`config.mk`:
```
export PLATFORM = sky130hd
export DESIGN_NAME = flash_ctl
export DESIGN_NICKNAME = d
export VERILOG_FILES = /design/src/hw/flash_ctl.v
export VERILOG_INCLUDE_DIRS = /design/src /design/src/hw
export SDC_FILE = /design/constraint.sdc
export NUM_CORES = 1
export LEC_CHECK = 0
export BUFFER_PORTS_ARGS = -buffer_cell sky130_fd_sc_hd__buf_2
export CAP_MARGIN = 5
export CELL_PAD_IN_SITES_DETAIL_PLACEMENT = 0
export CELL_PAD_IN_SITES_GLOBAL_PLACEMENT = 1
export CORE_MARGIN = 2
export CORE_UTILIZATION = 44
export DETAILED_ROUTE_END_ITERATION = 12
export HOLD_SLACK_MARGIN = 0.15
export PLACE_DENSITY_LB_ADDON = 0.1
export SLEW_MARGIN = 20
export SYNTH_ARGS = -nofsm -noshare
export SYNTH_HDL_FRONTEND = slang
export SYNTH_SLANG_ARGS = --single-unit
```
`constraint.sdc`:
```
create_clock -name MCLK -period 3.75 [get_ports MCLK]
set_input_delay 0.5625 -clock MCLK [delete_from_list [all_inputs] [get_ports MCLK]]
set_output_delay 0.5625 -clock MCLK [all_outputs]
set_load 0.02 [all_outputs]
```
`src/hw/flash_ctl_defs.vh`:
```
// Constants for the parallel flash host controller.
// Included by the controller; holds definitions only.
`ifndef FLASH_CTL_DEFS_VH
`define FLASH_CTL_DEFS_VH
// Own register offsets (byte addresses)
`define REG_CTRL        5'h00
`define REG_ADDR        5'h04
`define REG_DATA        5'h08
`define REG_STATUS      5'h0c
`define REG_RDATA       5'h10
// Control register fields
`define CTRL_GO_BIT     0
`define CTRL_OP_LSB     4
`define CTRL_OP_W       4
// Operations
`define OP_READ         4'h0
`define OP_RESET        4'h1
`define OP_PROGRAM      4'h2
`define OP_SECT_ERASE   4'h3
`define OP_CHIP_ERASE   4'h4
`define OP_SUSPEND      4'h5
`define OP_RESUME       4'h6
`define OP_BYP_ENTER    4'h7
`define OP_BYP_PROGRAM  4'h8
`define OP_BYP_EXIT     4'h9
`define OP_AUTOSEL      4'ha
`define OP_SECT_ADD     4'hb
// Status register fields
`define ST_BUSY_BIT     0
`define ST_DONE_BIT     1
`define ST_FAIL_BIT     2
`define ST_RB_BIT       3
`define ST_BYP_BIT      4
`define ST_WINDOW_BIT   5
// Flash command codes and unlock addresses
`define ADDR_555        11'h555
`define ADDR_2AA        11'h2aa
`define CMD_AA          8'haa
`define CMD_55          8'h55
`define CMD_RESET       8'hf0
`define CMD_AUTOSEL     8'h90
`define CMD_PROGRAM     8'ha0
`define CMD_BYPASS      8'h20
`define CMD_ERASE       8'h80
`define CMD_CHIP        8'h10
`define CMD_SECTOR      8'h30
`define CMD_SUSPEND     8'hb0
`define CMD_BYP_EXIT2   8'h00
// Bus strobe timing, in clocks of 50 ns
`define T_PHASE_CYC     4'h2
`define RESET_DATA      32'h00000000
`endif

```
`src/hw/flash_ctl.v`:
```
// Host-side controller for a clockless parallel boot-sector flash.
// Assumes an AXI4-Lite master, flash pins wired to the device, pull-up on ready/busy.
// Operation
// - Autoselect fourth cycle is a read; all other command cycles write.
// - Reset command leaves autoselect or a failed status.
// - Bypass program only after bypass entry; exit with two-cycle reset. The code issues bypass program without checking byp_r.
// - Polling reads use the program address or an erasing sector.
// - After poll bit turns true, data is taken on a later read; the code takes it from the read on which the toggle stopped.
// - Toggling twice read; still toggling with fail bit set means failure.
`timescale 1ns/1ps
`include "flash_ctl_defs.vh"
module flash_ctl #(
    parameter AW = 19
) (
    // Clock and reset
    input  wire          MCLK,
    input  wire          ARST_N,
    // AXI4-Lite slave
    input  wire [4:0]    S_AWADDR,
    input  wire          S_AWVALID,
    output reg           S_AWREADY,
    input  wire [31:0]   S_WDATA,
    input  wire [3:0]    S_WSTRB,
    input  wire          S_WVALID,
    output reg           S_WREADY,
    output reg  [1:0]    S_BRESP,
    output reg           S_BVALID,
    input  wire          S_BREADY,
    input  wire [4:0]    S_ARADDR,
    input  wire          S_ARVALID,
    output reg           S_ARREADY,
    output reg  [31:0]   S_RDATA,
    output reg  [1:0]    S_RRESP,
    output reg           S_RVALID,
    input  wire          S_RREADY,
    // Flash pins
    output reg  [AW-1:0] F_ADDR,
    input  wire [7:0]    F_DQ_I,
    output reg  [7:0]    F_DQ_O,
    output reg           F_DQ_OE,
    output reg           F_CE_N,
    output reg           F_OE_N,
    output reg           F_WE_N,
    input  wire          F_READY_BUSY_N
);
    localparam S_IDLE = 3'd0, S_WSET = 3'd1, S_WPUL = 3'd2, S_WREC = 3'd3;
    localparam S_RSET = 3'd4, S_RHLD = 3'd5, S_NEXT = 3'd6, S_POLL = 3'd7;

    reg [2:0]    state_r;
    reg [3:0]    op_r;
    reg [2:0]    step_r;
    reg [3:0]    tmr_r;
    reg [AW-1:0] addr_r;
    reg [7:0]    data_r;
    reg [7:0]    rdata_r;
    reg [7:0]    prev_r;
    reg          have_prev_r;
    reg          fail_seen_r;
    reg          busy_r, done_r, fail_r, byp_r, win_r;
    reg [2:0]    rb_s_r;
    reg          rb_r;
    reg          aw_got_r, w_got_r;
    reg [4:0]    awaddr_r;
    reg [31:0]   wdata_r;
    reg          wstrb0_r;
    reg [2:0]    ncyc;
    reg [10:0]   cyc_a;
    reg [7:0]    cyc_d;
    reg          cyc_full;
    reg          cyc_rd;
    reg          poll_after;

    // Command cycle table per operation and step
    always @* begin
        ncyc = 3'd1; cyc_a = `ADDR_555; cyc_d = `CMD_RESET;
        cyc_full = 1'b0; cyc_rd = 1'b0; poll_after = 1'b0;
        case (op_r)
            `OP_RESET: begin
                ncyc = 3'd1; cyc_d = `CMD_RESET;
            end
            `OP_SUSPEND: begin
                ncyc = 3'd1; cyc_d = `CMD_SUSPEND;
            end
            `OP_RESUME: begin
                ncyc = 3'd1; cyc_d = `CMD_SECTOR; poll_after = 1'b1;
            end
            `OP_BYP_PROGRAM: begin
                ncyc = 3'd2; poll_after = 1'b1;
                cyc_d = (step_r == 3'd0) ? `CMD_PROGRAM : data_r;
                cyc_full = (step_r == 3'd1);
            end
            `OP_BYP_EXIT: begin
                ncyc = 3'd2;
                cyc_d = (step_r == 3'd0) ? `CMD_AUTOSEL : `CMD_BYP_EXIT2;
            end
            `OP_SECT_ADD: begin
                ncyc = 3'd1; cyc_d = `CMD_SECTOR; cyc_full = 1'b1; poll_after = 1'b1;
            end
            default: begin
                case (step_r)
                    3'd0: begin cyc_a = `ADDR_555; cyc_d = `CMD_AA; end
                    3'd1: begin cyc_a = `ADDR_2AA; cyc_d = `CMD_55; end
                    3'd2: begin
                        cyc_a = `ADDR_555;
                        case (op_r)
                            `OP_PROGRAM:   cyc_d = `CMD_PROGRAM;
                            `OP_BYP_ENTER: cyc_d = `CMD_BYPASS;
                            `OP_AUTOSEL:   cyc_d = `CMD_AUTOSEL;
                            default:       cyc_d = `CMD_ERASE;
                        endcase
                    end
                    3'd3: begin
                        cyc_a = `ADDR_555; cyc_d = data_r;
                        cyc_full = (op_r != `OP_CHIP_ERASE) && (op_r != `OP_SECT_ERASE);
                        cyc_rd = (op_r == `OP_AUTOSEL);
                        if (op_r == `OP_CHIP_ERASE || op_r == `OP_SECT_ERASE)
                            cyc_d = `CMD_AA;
                    end
                    3'd4: begin cyc_a = `ADDR_2AA; cyc_d = `CMD_55; end
                    default: begin
                        cyc_a = `ADDR_555;
                        cyc_d = (op_r == `OP_CHIP_ERASE) ? `CMD_CHIP : `CMD_SECTOR;
                        cyc_full = (op_r == `OP_SECT_ERASE);
                    end
                endcase
                case (op_r)
                    `OP_PROGRAM:    begin ncyc = 3'd4; poll_after = 1'b1; end
                    `OP_BYP_ENTER:  ncyc = 3'd3;
                    `OP_AUTOSEL:    ncyc = 3'd4;
                    `OP_READ:       begin ncyc = 3'd1; cyc_rd = 1'b1; cyc_full = 1'b1; end
                    default:        begin ncyc = 3'd6; poll_after = 1'b1; end
                endcase
            end
        endcase
    end

    // AXI4-Lite write and read slave
    always @(posedge MCLK or negedge ARST_N) begin
        if (!ARST_N) begin
            S_AWREADY <= 1'b0;
            S_WREADY  <= 1'b0;
            S_BVALID  <= 1'b0;
            S_BRESP   <= 2'b00;
            S_ARREADY <= 1'b0;
            S_RVALID  <= 1'b0;
            S_RRESP   <= 2'b00;
            S_RDATA   <= `RESET_DATA;
            aw_got_r  <= 1'b0;
            w_got_r   <= 1'b0;
            awaddr_r  <= 5'h00;
            wdata_r   <= `RESET_DATA;
            wstrb0_r  <= 1'b0;
            op_r      <= `OP_READ;
            addr_r    <= {AW{1'b0}};
            data_r    <= 8'h00;
        end else begin
            S_AWREADY <= !aw_got_r && S_AWVALID && !S_AWREADY && !S_BVALID;
            S_WREADY  <= !w_got_r && S_WVALID && !S_WREADY && !S_BVALID;
            if (S_AWVALID && S_AWREADY) begin aw_got_r <= 1'b1; awaddr_r <= S_AWADDR; end
            // Strobe kept with the data: the master may move it after the handshake
            if (S_WVALID && S_WREADY) begin
                w_got_r  <= 1'b1;
                wdata_r  <= S_WDATA;
                wstrb0_r <= S_WSTRB[0];
            end
            if (aw_got_r && w_got_r && !S_BVALID) begin
                aw_got_r <= 1'b0; w_got_r <= 1'b0; S_BVALID <= 1'b1; S_BRESP <= 2'b00;
                case (awaddr_r)
                    `REG_CTRL: if (!busy_r && wdata_r[`CTRL_GO_BIT])
                        op_r <= wdata_r[`CTRL_OP_LSB +: `CTRL_OP_W];
                    `REG_ADDR: addr_r <= wdata_r[AW-1:0];
                    `REG_DATA: if (wstrb0_r) data_r <= wdata_r[7:0];
                    `REG_STATUS, `REG_RDATA: S_BRESP <= 2'b00;
                    default: S_BRESP <= 2'b10;
                endcase
            end else if (S_BVALID && S_BREADY) S_BVALID <= 1'b0;
            S_ARREADY <= S_ARVALID && !S_ARREADY && !S_RVALID;
            if (S_ARVALID && S_ARREADY) begin
                S_RVALID <= 1'b1; S_RRESP <= 2'b00; S_RDATA <= `RESET_DATA;
                case (S_ARADDR)
                    `REG_CTRL:   S_RDATA <= {24'h0, op_r, 3'b000, busy_r};
                    `REG_ADDR:   S_RDATA <= {{(32-AW){1'b0}}, addr_r};
                    `REG_DATA:   S_RDATA <= {24'h0, data_r};
                    `REG_STATUS: S_RDATA <= {26'h0, win_r, byp_r, rb_r, fail_r, done_r, busy_r};
                    `REG_RDATA:  S_RDATA <= {24'h0, rdata_r};
                    default:     S_RRESP <= 2'b10;
                endcase
            end else if (S_RVALID && S_RREADY) S_RVALID <= 1'b0;
        end
    end

    wire go_w = aw_got_r && w_got_r && !S_BVALID && awaddr_r == `REG_CTRL
                && !busy_r && wdata_r[`CTRL_GO_BIT];
    wire rb_now = rb_s_r[1] & rb_s_r[2];

    // Flash bus sequencer with toggle polling
    always @(posedge MCLK or negedge ARST_N) begin
        if (!ARST_N) begin
            state_r     <= S_IDLE;
            step_r      <= 3'd0;
            tmr_r       <= 4'h0;
            F_ADDR      <= {AW{1'b0}};
            F_DQ_O      <= 8'h00;
            F_DQ_OE     <= 1'b0;
            F_CE_N      <= 1'b1;
            F_OE_N      <= 1'b1;
            F_WE_N      <= 1'b1;
            busy_r      <= 1'b0;
            done_r      <= 1'b0;
            fail_r      <= 1'b0;
            byp_r       <= 1'b0;
            win_r       <= 1'b0;
            rdata_r     <= 8'h00;
            prev_r      <= 8'h00;
            have_prev_r <= 1'b0;
            fail_seen_r <= 1'b0;
            rb_s_r      <= 3'b111;
            rb_r        <= 1'b1;
        end else begin
            rb_s_r <= {rb_s_r[1:0], F_READY_BUSY_N};
            if (rb_s_r[1] == rb_s_r[2]) rb_r <= rb_now;
            if (tmr_r != 4'h0) tmr_r <= tmr_r - 4'h1;
            case (state_r)
                S_IDLE: if (go_w) begin
                    busy_r <= 1'b1; done_r <= 1'b0; fail_r <= 1'b0; step_r <= 3'd0;
                    have_prev_r <= 1'b0; fail_seen_r <= 1'b0;
                    state_r <= S_NEXT;
                end
                S_NEXT: begin
                    // Upper bits zero unless the cycle carries a full address
                    F_ADDR <= cyc_full ? addr_r : {{(AW-11){1'b0}}, cyc_a};
                    if (op_r == `OP_AUTOSEL && step_r == 3'd3)
                        F_ADDR <= addr_r;
                    F_DQ_O <= cyc_d; tmr_r <= `T_PHASE_CYC;
                    F_CE_N <= 1'b0;
                    F_DQ_OE <= !cyc_rd;
                    state_r <= cyc_rd ? S_RSET : S_WSET;
                end
                S_WSET: if (tmr_r == 4'h0) begin
                    F_WE_N <= 1'b0; tmr_r <= `T_PHASE_CYC;
                    state_r <= S_WPUL;
                end
                S_WPUL: if (tmr_r == 4'h0) begin
                    F_WE_N <= 1'b1; tmr_r <= `T_PHASE_CYC;
                    state_r <= S_WREC;
                end
                S_WREC: if (tmr_r == 4'h0) begin
                    // Data and address held past the rising edge
                    F_CE_N <= 1'b1; F_DQ_OE <= 1'b0;
                    if (step_r + 3'd1 < ncyc) begin
                        step_r <= step_r + 3'd1; state_r <= S_NEXT;
                    end else if (poll_after) begin
                        F_ADDR <= addr_r;
                        state_r <= S_POLL;
                    end else begin
                        if (op_r == `OP_BYP_ENTER) byp_r <= 1'b1;
                        // Plain reset leaves bypass mode in force
                        if (op_r == `OP_BYP_EXIT) byp_r <= 1'b0;
                        busy_r <= 1'b0; done_r <= 1'b1; state_r <= S_IDLE;
                    end
                end
                S_POLL: begin
                    F_CE_N <= 1'b0; F_OE_N <= 1'b0; tmr_r <= `T_PHASE_CYC;
                    state_r <= S_RSET;
                end
                S_RSET: begin
                    F_OE_N <= 1'b0;
                    if (tmr_r == 4'h0) begin
                        rdata_r <= F_DQ_I;
                        F_OE_N <= 1'b1; F_CE_N <= 1'b1; state_r <= S_RHLD;
                        tmr_r <= `T_PHASE_CYC;
                    end
                end
                S_RHLD: if (tmr_r == 4'h0) begin
                    if (!poll_after || (op_r == `OP_AUTOSEL)) begin
                        busy_r <= 1'b0; done_r <= 1'b1; state_r <= S_IDLE;
                    end else if (!have_prev_r) begin
                        prev_r <= rdata_r; have_prev_r <= 1'b1; state_r <= S_POLL;
                    end else if (prev_r[6] == rdata_r[6]) begin
                        // Toggle stopped; this second read already holds settled data
                        win_r <= rdata_r[3];
                        if (op_r == `OP_SECT_ERASE || op_r == `OP_SECT_ADD) win_r <= 1'b0;
                        busy_r <= 1'b0; done_r <= 1'b1; state_r <= S_IDLE;
                    end else if (rdata_r[5] || fail_seen_r) begin
                        if (fail_seen_r) begin
                            fail_r <= 1'b1; busy_r <= 1'b0;
                            state_r <= S_IDLE;
                        end else begin
                            fail_seen_r <= 1'b1; prev_r <= rdata_r; state_r <= S_POLL;
                        end
                    end else begin
                        prev_r <= rdata_r; win_r <= rdata_r[3]; state_r <= S_POLL;
                    end
                end
                default: state_r <= S_IDLE;
            endcase
        end
    end
endmodule // flash_ctl

```
Yosys cells after proc, flatten, opt, wreduce, memory -nomap -nowiden:

Cells that the tools add are included.

* register bits after elaboration: 166
* latch bits: 0
* bits in writable memories: 0
* ROM bits: 0
* output and inout port bits: 72
* memories kept: 0

* $add $sub $neg: 2
* multipliers: 0
* divide/modulo/power cells: 0
* $lt $le $gt $ge: 1
* eq/ne operators: 57
* shifts and indexed selects: 0
* multiplexer cells: 110
* bitwise operators: 4
* reductions and logical operators: 88

Operators with widths (count)
* 19-bit 2-to-1 mux: 5
* 19-bit one-hot mux with 5 select lines: 1
* 1-bit 2-to-1 mux: 52
* 3-bit 2-to-1 mux: 17
* 8-bit one-hot mux with 5 select lines: 1
* 19-bit one-hot mux with 2 select lines: 1
* 2-bit != test, second input constant: 17
* 8-bit one-hot mux with 4 select lines: 1
* 7-bit 2-to-1 mux: 4
* 8-bit 2-to-1 mux: 3
* 3-bit one-hot mux with 8 select lines: 1
* 8-bit one-hot mux with 3 select lines: 1
* 11-bit 2-to-1 mux: 2
* 2-bit nonzero test: 11
* 1-bit logical AND: 21
* 5-bit by 4-bit == test with 1-bit output, second input constant: 4
* 1-bit one-hot mux with 2 select lines: 9
* 4-bit by 3-bit == test with 1-bit output, second input constant: 4
* 4-bit == test, second input constant: 4
* 8-bit AND reduction: 2
* 3-bit == test, second input constant: 5
* 5-bit AND reduction: 3
* 3-bit by 2-bit == test with 1-bit output, second input constant: 4
* 3-bit one-hot mux with 2 select lines: 2
* 40 further kinds: 87

Longest topological paths before layout:

* depth in word-level cells: 9
* mapped depth: 13

Worst setup path after synthesis:

No wires, ideal clock.

* path type: register to register
* from: register op_r[1]
* to: register F_ADDR[10]
* data arrival time: 2536 ps
* path slack: 1122 ps
* cell stages (with the launch flop): 14
* path buffers: 4
* clock period less this slack: 2628 ps
* path through: dfrtp_1 buf_4 buf_2 buf_1 nor2_1 o21ai_0 o211ai_1 ha_1 o21a_1 nor2_1 a211oi_4 a21oi_2 buf_6 o31ai_2

* word-level cells in the longest chain between the ends: 8
* elaborated cells on any way between the ends: 38

RTL lines
* from (decl): RTL line flash_ctl.v:50 `reg [3:0] op_r;`
* from (signal assigned): RTL line flash_ctl.v:153 `` op_r <= `OP_READ; ``
* from (signal assigned): RTL line flash_ctl.v:170 `` op_r <= wdata_r[`CTRL_OP_LSB +: `CTRL_OP_W]; ``
* branches (longest 8 deep; another with 3-bit < comparator)
* to (signal assigned): RTL line flash_ctl.v:231 `F_ADDR <= cyc_full ? addr_r : {{(AW-11){1'b0}}, cyc_a};`
* to (signal assigned): RTL line flash_ctl.v:233 `F_ADDR <= addr_r;`
* to (signal assigned): RTL line flash_ctl.v:253 `F_ADDR <= addr_r;`
* to (decl): RTL line flash_ctl.v:37 `output reg [AW-1:0] F_ADDR,`

Parallel ways; which one is timed is not known.
A chain may end at the register's enable or synchronous reset.

Worst setup path after layout:

* from: register op_r[0]
* to: register F_ADDR[11]

Same word-level chain as after synthesis.

==> results.ini <==
[worst_setup_path]
rrSetupSlack_ns = 0.82
path_max_fanout = 25
cp_data_arrival_time_ns = 3.22
worstPathRequired_ns = 4.04
reg2reg_from = op_r[0]$_DFFE_PN0P_
r2r_cells = 10
cp-start-kind = flip-flop
crit_end = F_ADDR[11]$_DFFE_PN0P_
worst_r2r_endpoint = F_ADDR[11]$_DFFE_PN0P_
crit_start = op_r[0]$_DFFE_PN0P_
cp-end-kind = flip-flop
path_class = flip-flop to flip-flop

[sta]
hold_viol_final = 0
fin_skew_ns = 0.00908
worstMarginPinSlew_ns = 0.999
rsz0062_at_grt = false
clock.fmax_mhz = 341
min_period_over_period = 0.782
setup_viol = 0
finalMaxSlewViolations = 0
maxSlewHeadroom = 0.332
tns_ns = 0
finalWorstSetupSlack_ns = 0.818
holdWs_ns = 0.145
period_minus_slack_ns = 2.93

[routing]
wire_per_inst_um = 18.6
firstDrtPassIters = 4
drt_iter0_markers = 352
drc = 0
viasPerCell = 5.61
vias = 5646
ant_nets = 0
finalWirelength_mm = 18.7

[clocking]
clock_path_buffers = 2
cts_root_buffer = clkbuf_16
clk_latency_ns = 0.42
cts_resized = 0
numClockSinks = 145
cts_buffers = 17
h-tree-depth = 4
path_clk_slew_ns = 0.06
tritoncts = built
post_cts_buffers = 0
cts_hold_buf = 0

[floorplanning]
num_rows = 46
dieArea_sq_mm = 0.0176
core-area_sq_mm = 0.0160
die_x_um = 133
start_util = 0.454
die_y_um = 133
io_pins = 134

[power_and_ir_drop]
power_density_mw_per_mm2 = 842
leakage_nw = 3.89
comb_power_share = 0.401
swShare = 0.408
ir_drop_mv = 0.417
power.clock.fraction = 0.232
seqPwrFrac = 0.367
intPower_w = 0.00424
switchingPower_w = 0.00292

[synth]
avgSynthCellArea_sq_um = 10.6
synthCells = 683
synthFlopType = dfrtp_1
ys_seq_elements = 145
synth_edf_count = 0
syn_area_sq_mm = 0.00727
yosysWarnings = 0
ys_async_sr_fraction = 1.00
ys_seq_area_frac = 0.501
synth_cell_types = 76

[place]
routabilityCongestion = 0.881
dp.cells = 975
preCtsSetupSlack_ns = 0.823
dpl.hpwl_mm = 13.8
portBuffers = 102

[final_layout]
final_common_cell = dfrtp_1
nets = 850
final_cells = 1006
num_antenna_cells = 0
area_growth_pct = 17.1
mostFrequentLayoutCells = 138 x dfrtp_1, 101 x buf_2, 59 x nand2_1, 59 x mux2_2, 50 x o21ai_0
layout-drive-gt1-share = 0.287

[global_routing]
grt_pass1_wl_mm = 30.6
overflow = 0
antenna_found_initial = 0
first_global_vias = 5541
grt_usage = 0.220
grt_max_degree = 73

[status]
outcome = completed

[min_path]
holdCritPathClass = input pin to asynchronous set/reset pin

[flow_run]
maxCapViolations = 0

[through the flow]
stage / power [W] / utilization / area (sq um)
3_3_place_gp: 0.00543 / 0.496 / 7930
3_5_place_dp: 0.00551 / 0.496 / 7930
4_1_cts: 0.00720 / 0.532 / 8510
2_1_floorplan: 0.00459 / - / 7320
5_1_grt: 0.00766 / 0.532 / 8510
6_report: 0.00717 / 0.532 / 8510
[state kept, by name, indices dropped and copies added, names as in the netlist, 5 cells and up]
name      cells
S_RDATA      19
addr_r       19
wdata_r      19
data_r        8
rdata_r       8
awaddr_r      5
F_DQ_O        8
F_ADDR       19
[final cells by class]
class	count	area [sq um]
multi-input combinational	478	3320
fill	1502	7490
inverter	18	67.6
sequential	145	3640
clock inverter	13	138
timing repair buffer	118	637
tap	216	270
clock buffer	18	439
[how the worst min path moves through the flow]
| stage | depth (start not counted) | end | from |
|---|---|---|---|
| floorplan | 0 | F_ADDR[0]$_DFFE_PN0P_ | ARST_N |
| global placement | 0 | rb_s_r[1]$_DFF_PN1_ | rb_s_r[0]$_DFF_PN1_ |
| detailed placement | 0 | rb_s_r[1]$_DFF_PN1_ | rb_s_r[0]$_DFF_PN1_ |
| CTS | 1 | state_r[2]$_DFFE_PN0P_ | ARST_N |
| global route | 1 | state_r[2]$_DFFE_PN0P_ | ARST_N |
| finish | 1 | state_r[2]$_DFFE_PN0P_ | ARST_N |
[routing by layer]
metal  GRT usage  routed length (um)
met5           0                   0
met4      0.0651                 280
met1       0.322                9140
met2       0.333                8480
met3      0.0421                 811
[worst max-delay path: stages (launching register included)]
cell and delay [ns]:
dfrtp_1 0.37, buf_4 0.21, nor2b_1 0.20, a211oi_1 0.39
ha_1 0.32, o21a_1 0.19, nor2_1 0.26, a211oi_4 0.08
a21oi_2 0.44, buf_4 0.25, o21ai_1 0.08
[power groups by stage]
| stage | registers, W | clock network [W] | logic [W] |
|---|---|---|---|
| finish | 0.00263 | 0.00166 | 0.00287 |
| global route | 0.00271 | 0.00177 | 0.00319 |
| CTS | 0.00262 | 0.00170 | 0.00288 |
| detailed placement | 0.00265 | 0 | 0.00287 |
| global placement | 0.00262 | 0 | 0.00281 |
| floorplan | 0.00259 | 0 | 0.00200 |
[cells in the mapped netlist (4+ instances only)]
cell type / instances / share of area
a211oi_1: 11 / 0.011
a21o_1: 5 / 0.0052
a21oi_1: 33 / 0.023
a22o_1: 16 / 0.019
a22oi_1: 8 / 0.0083
a31oi_1: 13 / 0.011
and2_1: 5 / 0.0043
and3_1: 8 / 0.0069
buf_2: 9 / 0.0062
buf_4: 17 / 0.018
clkbuf_1: 26 / 0.013
dfrtp_1: 138 / 0.48
dfstp_2: 7 / 0.025
ha_1: 10 / 0.017
inv_1: 17 / 0.0088
mux2_1: 7 / 0.011
mux2_2: 59 / 0.091
mux2i_1: 6 / 0.0083
nand2_1: 59 / 0.030
nand2b_1: 7 / 0.0060
nand3_1: 6 / 0.0041
nor2_1: 30 / 0.015
nor2b_1: 11 / 0.0095
nor3_1: 7 / 0.0048
nor4b_1: 4 / 0.0048
o211ai_1: 21 / 0.022
o21ai_0: 50 / 0.034
o21ai_1: 12 / 0.0083
o22ai_1: 4 / 0.0034
o31ai_1: 7 / 0.0072
or3_1: 4 / 0.0034
xor2_1: 4 / 0.0048
[kinds of logic (layout without fill, tap and decap cells)]
group                      after synthesis  count (layout)  share of synthesized area
adders and majority gates               10              10                     0.0172
AOI/OAI and AO/OA                      211             211                      0.195
xor gates and xnor gates                 5               5                    0.00603
DFF                                    145             145                      0.501
and+or+nand+nor                        163             163                      0.115
muxes                                   74              74                      0.117
buffers and inverters                   74             167                     0.0496
other                                    1              15                   0.000516
(Power assumes the default switching activity.)
